## config.mk

```make
export PLATFORM = sky130hd
export DESIGN_NAME = oca_char_attr
export DESIGN_NICKNAME = d
export VERILOG_FILES = /design/src/logic/oca_pkg.sv /design/src/logic/oca_char_attr.sv
export SDC_FILE = /design/constraint.sdc
export NUM_CORES = 1
export LEC_CHECK = 0
export BUFFER_PORTS_ARGS = -buffer_cell sky130_fd_sc_hd__buf_2
export CORE_ASPECT_RATIO = 0.8
export CORE_MARGIN = 2
export CORE_UTILIZATION = 52
export DETAILED_ROUTE_END_ITERATION = 7
export GPL_ROUTABILITY_DRIVEN = 0
export GPL_TIMING_DRIVEN = 0
export PLACE_DENSITY_LB_ADDON = 0.05
export RECOVER_POWER = 50
export SYNTH_ARGS = -nofsm -noshare
export SYNTH_HDL_FRONTEND = slang
export SYNTH_SLANG_ARGS = --single-unit
export TNS_END_PERCENT = 5
```

## constraint.sdc

```tcl
create_clock -name clk -period 7.7 [get_ports clk]
set_input_delay 0.385 -clock clk [delete_from_list [all_inputs] [get_ports clk]]
set_output_delay 0.385 -clock clk [all_outputs]
set_load 0.1 [all_outputs]
```

## src/logic/oca_pkg.sv

```systemverilog
// Constants, field layouts and carrier types of the character attribute renderer
`default_nettype none
package oca_pkg;
    // ---------------------------------------------------------------
    // Register byte offsets and fields
    // ---------------------------------------------------------------
    localparam logic [7:0] OFS_OSD_CTRL = 8'h00;   // Screen-level control
    localparam logic [7:0] OFS_BLK_CTRL = 8'h04;   // Per-block control
    localparam logic [7:0] OFS_BORDER_COL = 8'h08; // Border colour, 3 bits
    localparam logic [7:0] OFS_EXTRA_COL = 8'h0C;  // Extra glyph colour, 3 bits
    localparam logic [7:0] OFS_STATUS = 8'h10;     // Flash counter, read only
    localparam int OSD_SHADOW_BIT = 2;    // 1: shadow border, 0: full border
    localparam int OSD_BGFLASH_BIT = 3;   // 1: background flashes too
    localparam int BLK_BORDER_BIT = 2;    // Border on
    localparam int BLK_LUMA2_BIT = 7;     // Secondary luma enable
    localparam int BLK_RATIO2_BIT = 0;    // Pre-divide ratio 2
    localparam int BLK_DOT15_BIT = 1;     // 1.5-period character dot size
    localparam int BLK_MODE_LO = 4;       // Two-bit display mode field
    localparam logic [7:0] OSD_CTRL_RST = 8'h00;
    localparam logic [7:0] BLK_CTRL_RST = 8'h00;
    localparam logic [2:0] COL_RST = 3'h0;
    // ---------------------------------------------------------------
    // Code fields and geometry
    // ---------------------------------------------------------------
    localparam int C1_LUMA_BIT = 4;       // luma_select_field
    localparam int C1_FLASH_BIT = 5;
    localparam int C1_ULINE_BIT = 6;
    localparam int C1_ITALIC_BIT = 7;
    localparam int C2_EXTRA_BIT = 3;      // extra_code_bit3_field
    localparam logic [4:0] ULINE_ROW_A = 5'h16; // 23rd dot row, zero based
    localparam logic [4:0] ULINE_ROW_B = 5'h17; // 24th dot row
    localparam logic [4:0] LAST_ROW = 5'h19;    // 26 rows per cell
    localparam logic [5:0] LAST_CHAR = 6'h27;   // 40th character
    localparam int SLANT_DIV = 5;               // Rows per slant step
    localparam logic [6:0] FLASH_ON_VS = 7'h30;  // 48 vsync periods shown
    localparam logic [6:0] FLASH_OFF_VS = 7'h10; // 16 vsync periods blanked
    // Extended-mode eight-entry colour table, index = code, value = {B,G,R}
    localparam logic [23:0] EXT_COLOR_LUT = 24'hFB_B6_88;
    // ---------------------------------------------------------------
    // Types
    // ---------------------------------------------------------------
    typedef enum logic [1:0] {OCA_CAPTION, OCA_PLAIN, OCA_EXTENDED, OCA_RSVD} oca_mode_e;
    // One dot of the character stream, held for every clock of the dot
    typedef struct packed {
        logic active;          // Inside a character cell
        logic [5:0] char_pos;  // Character index in the block, 0..39
        logic [4:0] row;       // Dot row in the cell, 0..25
        logic [3:0] col;       // Dot column in the cell, 0..15
        logic [7:0] code1;     // Colour code 1
        logic [3:0] code2;     // Colour code 2
        logic prev_italic;     // Left neighbour italic
        logic next_italic;     // Right neighbour italic
        logic [15:0] font_row; // Current row, bit i = column i
        logic [15:0] prev_row; // Left neighbour, same row
        logic [15:0] next_row; // Right neighbour, same row
        logic [15:0] above_row;
        logic [15:0] below_row;
        logic [15:0] extra_row; // Extra glyph, same row
    } oca_dot_s;
    // Colour output of one dot
    typedef struct packed {
        logic r;
        logic g;
        logic b;
        logic luma_ctrl_primary;
        logic luma_ctrl_secondary;
    } oca_pix_s;
endpackage : oca_pkg
`default_nettype wire

```

## src/logic/oca_char_attr.sv

```systemverilog
// Per-dot colour and attribute renderer with Wishbone register slave
//
// Register access over Wishbone and the register addresses were decided locally.
`default_nettype none
module oca_char_attr (
    input wire logic clk,
    input wire logic arst_n,
    // Wishbone classic slave
    input wire logic wb_cyc_i,
    input wire logic wb_stb_i,
    input wire logic wb_we_i,
    input wire logic [7:0] wb_adr_i,
    input wire logic [3:0] wb_sel_i,
    input wire logic [31:0] wb_dat_i,
    output logic [31:0] wb_dat_o,
    output logic wb_ack_o,
    // Dot stream and vertical sync pulse
    input wire oca_pkg::oca_dot_s dot_i,
    input wire logic vsync_i,
    // Pre-divided dot tick, extra glyph select, pixel out
    output logic dot_tick_o,
    output logic [3:0] extra_sel_o,
    output oca_pkg::oca_pix_s pix_o
);
    // ---------------------------------------------------------------
    // Register slave
    // ---------------------------------------------------------------
    logic [7:0] osd_ctrl_q;     // Screen-level control
    logic [7:0] blk_ctrl_q;     // Block control
    logic [2:0] border_col_q;   // Border colour {B,G,R}
    logic [2:0] extra_col_q;    // Extra glyph colour {B,G,R}
    logic ack_q;                // One-cycle acknowledge
    logic [31:0] rdat_q;        // Registered read data
    logic [6:0] flash_cnt_q;    // Vsync count within phase
    logic flash_off_q;          // High in blanked phase

    wire bus_req = wb_cyc_i && wb_stb_i && !ack_q;
    wire wr_lane0 = bus_req && wb_we_i && wb_sel_i[0]; // Registers sit in lane 0
    wire sel_osd = (wb_adr_i == oca_pkg::OFS_OSD_CTRL);
    wire sel_blk = (wb_adr_i == oca_pkg::OFS_BLK_CTRL);
    wire sel_bcol = (wb_adr_i == oca_pkg::OFS_BORDER_COL);
    wire sel_xcol = (wb_adr_i == oca_pkg::OFS_EXTRA_COL);
    wire sel_stat = (wb_adr_i == oca_pkg::OFS_STATUS);
    // Unmapped offsets read zero and ignore writes, but are still acknowledged
    wire [31:0] rd_mux = sel_osd ? {24'h000000, osd_ctrl_q} :
                         sel_blk ? {24'h000000, blk_ctrl_q} :
                         sel_bcol ? {29'h0, border_col_q} :
                         sel_xcol ? {29'h0, extra_col_q} :
                         sel_stat ? {24'h000000, flash_off_q, flash_cnt_q} : 32'h00000000;

    // Acknowledge one cycle after the request; drops the cycle after
    always_ff @(posedge clk or negedge arst_n) begin
        if (!arst_n) begin
            ack_q <= 1'b0;
            rdat_q <= 32'h00000000;
        end else begin
            ack_q <= bus_req;
            rdat_q <= bus_req ? rd_mux : 32'h00000000;
        end
    end

    // Writes land at the edge that raises ack
    always_ff @(posedge clk or negedge arst_n) begin
        if (!arst_n) begin
            osd_ctrl_q <= oca_pkg::OSD_CTRL_RST;
            blk_ctrl_q <= oca_pkg::BLK_CTRL_RST;
            border_col_q <= oca_pkg::COL_RST;
            extra_col_q <= oca_pkg::COL_RST;
        end else if (wr_lane0) begin
            if (sel_osd) osd_ctrl_q <= wb_dat_i[7:0];
            if (sel_blk) blk_ctrl_q <= wb_dat_i[7:0];
            if (sel_bcol) border_col_q <= wb_dat_i[2:0];
            if (sel_xcol) extra_col_q <= wb_dat_i[2:0];
        end
    end
    assign wb_ack_o = ack_q;
    assign wb_dat_o = rdat_q;

    // ---------------------------------------------------------------
    // Configuration decode
    // ---------------------------------------------------------------
    wire ratio2 = blk_ctrl_q[oca_pkg::BLK_RATIO2_BIT];
    wire dot15 = blk_ctrl_q[oca_pkg::BLK_DOT15_BIT];
    wire [1:0] mode_raw = blk_ctrl_q[oca_pkg::BLK_MODE_LO +: 2];
    wire is_cap = (mode_raw == oca_pkg::OCA_CAPTION);
    wire is_ext = (mode_raw == oca_pkg::OCA_EXTENDED);
    wire is_pln = (mode_raw == oca_pkg::OCA_PLAIN);

    // ---------------------------------------------------------------
    // Pre-divider: one tick per dot, two clocks per dot at ratio 2
    // ---------------------------------------------------------------
    logic half_q;  // Second clock of a ratio-2 dot
    logic tick_q;  // Dot tick to the upstream fetch logic
    always_ff @(posedge clk or negedge arst_n) begin
        if (!arst_n) begin
            half_q <= 1'b0;
            tick_q <= 1'b0;
        end else begin
            half_q <= ratio2 ? !half_q : 1'b0;
            tick_q <= ratio2 ? half_q : 1'b1;
        end
    end
    assign dot_tick_o = tick_q;

    // ---------------------------------------------------------------
    // Flash timer on vertical sync
    // ---------------------------------------------------------------
    wire [6:0] flash_len = flash_off_q ? oca_pkg::FLASH_OFF_VS : oca_pkg::FLASH_ON_VS;
    wire flash_wrap = vsync_i && (flash_cnt_q == flash_len - 7'h01);
    // Count vsync periods, flip phase at end of each
    always_ff @(posedge clk or negedge arst_n) begin
        if (!arst_n) begin
            flash_cnt_q <= 7'h00;
            flash_off_q <= 1'b0;
        end else if (vsync_i) begin
            flash_cnt_q <= flash_wrap ? 7'h00 : flash_cnt_q + 7'h01;
            flash_off_q <= flash_wrap ? !flash_off_q : flash_off_q;
        end
    end

    // ---------------------------------------------------------------
    // Italic slant position
    // ---------------------------------------------------------------
    // Rows counted from the bottom; the top row is shifted furthest right
    wire [4:0] rows_up = oca_pkg::LAST_ROW - dot_i.row;
    wire [4:0] step_full = 5'((rows_up) / oca_pkg::SLANT_DIV);
    wire [4:0] step_half = 5'(({1'b0, rows_up} * 6'h02) / oca_pkg::SLANT_DIV);
    // Shift in half-dot units: five full steps or ten half steps
    wire [4:0] shift_h = ratio2 ? step_half : {step_full[3:0], 1'b0};
    wire italic_own = dot_i.code1[oca_pkg::C1_ITALIC_BIT];
    // A neighbour of an italic character is drawn slanted as well
    wire slant_on = is_cap && (italic_own || dot_i.prev_italic || dot_i.next_italic);
    // Position in half dots, offset so the left neighbour sits below 32
    wire [5:0] pos_h = {1'b1, dot_i.col, half_q & ratio2};
    wire [5:0] src_h = slant_on ? pos_h - {1'b0, shift_h} : pos_h;
    wire [31:0] pair_row = {dot_i.font_row, dot_i.prev_row};
    // Only the font sample moves; the cell and background stay put
    wire font_dot = pair_row[src_h[5:1]];

    // ---------------------------------------------------------------
    // Border detection from the unslanted font neighbourhood
    // ---------------------------------------------------------------
    wire [3:0] col = dot_i.col;
    wire left_n = (col == 4'h0) ? dot_i.prev_row[15] : dot_i.font_row[col - 4'h1];
    wire right_n = (col == 4'hF) ? dot_i.next_row[0] : dot_i.font_row[col + 4'h1];
    // Extended mode ignores the rows above and below on the top and bottom cell rows
    wire vert_ok = !(is_ext && (dot_i.row == 5'h00 || dot_i.row == oca_pkg::LAST_ROW));
    wire up_n = vert_ok && dot_i.above_row[col];
    wire down_n = vert_ok && dot_i.below_row[col];
    wire shadow = osd_ctrl_q[oca_pkg::OSD_SHADOW_BIT];
    // Shadow borders lie only right of and below the font
    wire near_font = shadow ? (left_n || up_n) : (left_n || right_n || up_n || down_n);
    wire border_en = blk_ctrl_q[oca_pkg::BLK_BORDER_BIT] && (is_pln || is_ext);
    wire in_block = dot_i.char_pos <= oca_pkg::LAST_CHAR;
    wire border_raw = border_en && dot_i.active && in_block && near_font;
    // Ratio 2 with 1.5-period dots stretches the border by one half dot
    logic border_hold_q;
    wire stretch = ratio2 && dot15;
    always_ff @(posedge clk or negedge arst_n) begin
        if (!arst_n) begin
            border_hold_q <= 1'b0;
        end else begin
            border_hold_q <= stretch && border_raw && half_q;
        end
    end
    wire border_dot = (border_raw || border_hold_q) && in_block;

    // ---------------------------------------------------------------
    // Colour decode
    // ---------------------------------------------------------------
    wire [2:0] fg_code = dot_i.code1[3:1];
    wire [2:0] bg_code = dot_i.code2[2:0];
    // Caption and plain modes take the bits straight; extended uses the table
    wire [2:0] fg_rgb = is_ext ? oca_pkg::EXT_COLOR_LUT[fg_code * 3 +: 3] : fg_code;
    wire [2:0] bg_rgb = is_ext ? oca_pkg::EXT_COLOR_LUT[bg_code * 3 +: 3] : bg_code;
    // Extra glyph, extended mode only
    wire [3:0] extra_sel = {dot_i.code2[oca_pkg::C2_EXTRA_BIT], dot_i.code1[7:5]};
    wire extra_dot = is_ext && dot_i.active && dot_i.extra_row[col];

    // ---------------------------------------------------------------
    // Attributes
    // ---------------------------------------------------------------
    wire uline_row = (dot_i.row == oca_pkg::ULINE_ROW_A) || (dot_i.row == oca_pkg::ULINE_ROW_B);
    wire uline_dot = is_cap && dot_i.code1[oca_pkg::C1_ULINE_BIT] && uline_row;
    wire flashing = is_cap && dot_i.code1[oca_pkg::C1_FLASH_BIT] && flash_off_q;
    wire bg_blank = flashing && osd_ctrl_q[oca_pkg::OSD_BGFLASH_BIT];
    wire fg_dot = dot_i.active && (font_dot || uline_dot) && !flashing;
    // Background only where nothing else paints
    wire bg_dot = dot_i.active && !(font_dot || uline_dot) && !border_dot && !extra_dot;

    // ---------------------------------------------------------------
    // Combine one pixel
    // ---------------------------------------------------------------
    wire [2:0] fg_part = fg_dot ? fg_rgb : 3'h0;
    wire [2:0] ex_part = extra_dot ? extra_col_q : 3'h0;
    // Font beats border, so border colour only where no font is lit
    wire [2:0] bd_part = (border_dot && !(font_dot || uline_dot)) ? border_col_q : 3'h0;
    wire [2:0] bg_part = (bg_dot && !bg_blank) ? bg_rgb : 3'h0;
    wire [2:0] rgb = fg_part | ex_part | bd_part | bg_part;
    wire luma_sel = dot_i.code1[oca_pkg::C1_LUMA_BIT];
    // Primary luma follows font (plus extra glyph and border) or the whole cell
    wire cell_on = dot_i.active && !bg_blank;
    wire luma_p = luma_sel ? cell_on : (fg_dot || extra_dot || bd_part != 3'h0);
    wire luma_s = blk_ctrl_q[oca_pkg::BLK_LUMA2_BIT] && luma_sel && cell_on;

    // Registered pixel, updated on every clock
    always_ff @(posedge clk or negedge arst_n) begin
        if (!arst_n) begin
            pix_o <= '0;
            extra_sel_o <= 4'h0;
        end else begin
            pix_o <= '{r: rgb[0], g: rgb[1], b: rgb[2],
                       luma_ctrl_primary: luma_p, luma_ctrl_secondary: luma_s};
            extra_sel_o <= is_ext ? extra_sel : 4'h0;
        end
    end
endmodule : oca_char_attr
`default_nettype wire

```

# Word level (Yosys, flattened, before mapping)
# Cells that the tools add are included.
# totals
latch_bits,0
n_memories,0
output_inout_bits,43
ram_bits,0
reg_bits,51
rom_bits,0
# op_classes
mul,2
mux,35
n_bitwise,4
reduce_logical,66
div,2
add_sub_neg,6
eq_ne,11
order_cmp,5
shifts,2
# op_table
op,count
$mux W8,6
$shiftx A24 B6 Y3 const A,2
$logic_and A1 B1 Y1,34
$div A5 B3 Y32 const B,1
$div A6 B3 Y32 const B,1
$bmux W1 S4,5
$mux W3,6
$eq A8 B4 Y1 const B,2
$eq A5 B5 Y1 const B,3
$lt A4 B5 Y1 const B,3
$logic_or A1 B1 Y1,13
$mux W1,12
$mux W6,2
$mul A3 B2 Y5 const B,2
$reduce_and A2 Y1,5
$logic_not A1 Y1,9
$or A3 B3 Y3,3
$eq A8 B3 Y1 const B,1
$eq A8 B5 Y1 const B,1
$logic_not A8 Y1,1
$add A7 B1 Y7 const B,1
$eq A7 B7 Y1,1
$mux W7,1
$sub A6 B1 Y7 const B,1
17 further kinds,17

# Longest topological paths before layout
# depth
word_depth,17
mapped_depth,29
ltp_nobuf,27

# Worst setup path after synthesis
# Ideal clock, no wire load.
# synth_path
path_kind,input-to-reg
start,input port dot_i[116] in the netlist's numbering
end,register pix_o[2] in the netlist's numbering
arrival_time_ns,6.431
cell_stages,27
setup_time_ns,0.126
setup_slack_ns,1.143
path_buffers,3
cell_sequence,buf_4 > inv_1 > ha_1 > buf_4 > buf_2 > nor2_1 > inv_1 > ha_1 > a21oi_1 > o221ai_2 > a21oi_2 > xnor2_1 > inv_1 > ha_1 > nor2_1 > nor3_1 > nor4b_1 > o311ai_1 > o31ai_1 > a41o_1 > fa_1 > mux2i_1 > mux4_2 > mux4_2 > mux2i_2 > a21oi_1 > a221o_1
# synth_via
elab_chain_cells,17
word_cells_on_any_way,42
cone_classes,add/sub (2); div (2); eq/ne (3); mux (8); bitwise (3); reduce/logical (24)
# synth_lines
element,line_no,rtl
"start, declared",oca_char_attr.sv:18,"input wire oca_pkg::oca_dot_s dot_i,"
"parallel branches: the longest is 16 deep, another holds $div A6 B3 Y32",-,
$or A3 B3 Y3 (*),oca_char_attr.sv:199,wire [2:0] rgb = fg_part | ex_part | bd_part | bg_part;
via rgb[2],oca_char_attr.sv:199,
"end signal, assigned",oca_char_attr.sv:212,"pix_o <= '{r: rgb[0], g: rgb[1], b: rgb[2],"
"end, declared",oca_char_attr.sv:23,output oca_pkg::oca_pix_s pix_o
# Mark *: on every way through the listed nets, which the timed path passes. The select of a mux whose other input is x is not followed.
# A chain may end at the register's enable or synchronous reset.

# Worst setup path after layout
# layout_path
start,input port dot_i[115] in the netlist's numbering
end,register pix_o[4] in the netlist's numbering
# The elaborated chain is that of the path after synthesis.

==> flow_summary.ini <==
[clock_tree]
clkLatencyLatePin_ns = 0.29
clk_pin_slew_ns = 0.06
cts_buffers = 5
cts_setup_buffers = 0
cts.htree.levels = 2
cts.sinks = 51
tritoncts = done
clock_path_buffers = 2
root_buffer = clkbuf_16

[sta]
slew_violations = 52
min_period_over_period = 0.917
tns_ns = 0
rsz0062_at_grt = false
fin_skew_ns = 0.00659
tightest_slew_ns = 2.67
holdWs_ns = 0.315
max_slew_margin = -0.778
timing_hold_violations_final = 0
setup_viol = 0
fmax_mhz = 142
finalCriticalPeriod_ns = 7.06

[finish]
layout.nets = 848
drive_gt1_frac = 0.405
nFillCells = 763
multi_input_area_um2 = 3190
seqCellArea_um2 = 1280
area_delta_synth_final_pct = 23.7
n_antenna_cell = 0

[floorplan]
die-area_um2 = 9960
die_h_um = 89.7
rows = 31
start_util = 0.530
core_um2 = 9000
die_w_um = 111
num_io_pins = 219

[pwr]
p_total_uw = 1100
p_int_uw = 655
cellPowerDensity_nw_per_um2 = 187
power_switching_uw = 447
seq_power_share = 0.290
leakagePower_uw = 0.00280
pwr-share-clk = 0.228
ir_worst_vdd_mv = 0.172
p_sw_frac = 0.406
comb_power_share = 0.482

[setup_path]
critPathKind = input port to flip-flop
slowest_stage = mux4_2
required_ns = 7.87
cp-start-kind = input port
arrival_ns = 7.23
critical_path.top_delay_family = multiplexers
crit_top_cell = ha_1
critPathMaxFanout = 10
critical-path-max-stage-delay_ns = 0.58
cp-end-kind = flip-flop
path_buf_inv = 7

[routing]
viasPerCell = 5.99
drt-total-wl_um = 13500
avgRoutedWirePerCell_um = 17.5
first_pass_iters = 6
drtAntennaViolNets = 0
vias = 4611
met3RoutedLength_um = 1170
drc = 0
top_layer_used = met4
m1WireLength_um = 5820
dr_wl_met2_um = 6270
drt_iter0_markers = 377

[yosys]
synth_top_cell_by_area = dfrtp_1
async_flop_share = 1.00
synth_top_area_share = 0.268
synth_edf_count = 0
yosysMostFrequentCell = dfrtp_1
yosysWarnings = 0
synthTopCellsByArea = dfrtp_1, mux4_2, mux2_2, buf_4, ha_1
synthTopCellsByCount = dfrtp_1, mux4_2, nand2_1, nor2_1, buf_4
avgSynthCellArea_um2 = 9.95
ys_ff_latch = 51
synth.distinct_cells = 75
synth_area_um2 = 4770
yosysSeqAreaShare = 0.268
synth_flop_cell = dfrtp_1
synth_cells = 479

[outcome]
violations = capacitance limit, slew limit
status = finished with violations

[global_route]
grt.total_usage = 0.268
grt_max_degree = 52
grt_pass1_wl_um = 21500
antenna_found_initial = 0
overflow = 0
grt_pass1_vias = 4436

[run]
max_cap_viol_count = 1

[worst_hold_path]
hp-class = input port to flip-flop

[placed_design]
dp_hpwl_um = 11000
portBuffers = 145
cells in the final DEF, fill, tap and decap left out, types with 3 or more instances in the layout:
cell type | netlist | routed
a211oi_1 | 7 | 7
a21oi_1 | 23 | 23
a222oi_1 | 9 | 9
a22oi_1 | 4 | 4
a31oi_1 | 6 | 6
and2_1 | 11 | 11
and3_1 | 6 | 6
buf_2 | 4 | 145
buf_4 | 29 | 29
clkbuf_1 | 8 | 12
clkbuf_16 | 0 | 5
conb_1 | 1 | 24
dfrtp_1 | 51 | 51
ha_1 | 17 | 17
inv_1 | 22 | 22
inv_2 | 4 | 4
mux2_2 | 25 | 25
mux2i_1 | 5 | 4
mux4_2 | 34 | 34
nand2_1 | 33 | 33
nand3_1 | 9 | 9
nand4_1 | 5 | 5
nor2_1 | 30 | 30
nor2b_1 | 5 | 5
nor3_1 | 10 | 10
nor4_1 | 3 | 3
o21ai_0 | 23 | 23
o21ai_1 | 4 | 4
o31ai_1 | 3 | 3
or3_1 | 9 | 9
xnor2_1 | 8 | 8
xor2_1 | 11 | 11
through the flow:
stage                     cells  instance area (um2)   util  setup slack [ns]
after floorplan             502                 4850      -              1.14
after global placement      762                 5720  0.636            0.0186
after detailed placement    762                 5720  0.636            0.0453
after CTS                   770                 5890  0.655             0.299
after global routing        770                 5900  0.656             0.228
final                       770                 5900  0.656             0.637
final timing paths:
path | start | to | slack [ns] | cells past startpoint
worst max-delay path | dot_i[115] | pix_o[4] | 0.64 | 28
worst min-delay path | dot_i[101] | extra_sel_o[3] | 0.31 | 2
worst max register to register | blk_ctrl_q[0] | pix_o[4] | 3.51 | 13
worst min register to register | half_q | dot_tick_o | 0.51 | 1
max in group asynchronous | arst_n | blk_ctrl_q[5] | 5.26 | 1
min in group asynchronous | arst_n | wb_dat_o[1] | 0.94 | 1
registers in the layout (all words and copies together) (netlist names), 3 cells and up:
| name | flops |
|---|---|
| extra_sel_o | 4 |
| border_col_q | 3 |
| osd_ctrl_q | 8 |
| blk_ctrl_q | 8 |
| wb_dat_o | 8 |
| flash_cnt_q | 7 |
| pix_o | 5 |
| extra_col_q | 3 |
layer usage:
metal  up-vias  GRT usage
li1       2126          -
met1      2214      0.373
met2       248      0.448
met3        23     0.0503
met4         0     0.0561
met5         -          0
layout make-up:
type | count | share of cell area
multi-input cells | 379 | 0.541
flip-flops and latches | 51 | 0.216
repair buffers | 145 | 0.122
plain buffers | 46 | 0.0513
well taps | 115 | 0.0244
clock buffers | 5 | 0.0212
inverters | 26 | 0.0165
clock inverters | 3 | 0.00742
cells by family (layout without fill, tap and decap cells):
logic type,Yosys count,in the layout,share of synthesized area
AOI/OAI and AO/OA,116,116,0.174
xor gates and xnor gates,21,21,0.0454
buffers and inverters,72,225,0.0840
other,1,24,0.000786
adders and majority gates,18,18,0.0488
DFF,51,51,0.268
and+or+nand+nor,134,134,0.142
muxes,66,66,0.238
worst register-to-register path, cell delays in order, from the launching register on:
cell and delay (ns):
dfrtp_1 0.52, nand2b_1 0.12, inv_1 0.08, o31ai_1 0.07
a41o_1 0.27, fa_1 0.41, xnor2_1 0.16, nor2_1 0.06
a21oi_1 0.67, mux4_2 0.42, mux4_2 0.52, mux2i_2 0.32
a21oi_1 0.16, a221o_1 0.28
what timing repair did:
action,4_1_cts,5_1_grt
resized for setup,0,1
endpoints found under the setup margin,0,2
hold buffers,0,0
power groups by stage:
stage          registers [uW]  logic [uW]  clock network (uW)
2_1_floorplan             377         346                   0
3_3_place_gp              323         513                   0
3_5_place_dp              324         522                   0
4_1_cts                   319         524                 254
5_1_grt                   323         571                 268
6_report                  320         531                 251
No activity file was read; power rests on OpenSTA's default activity.
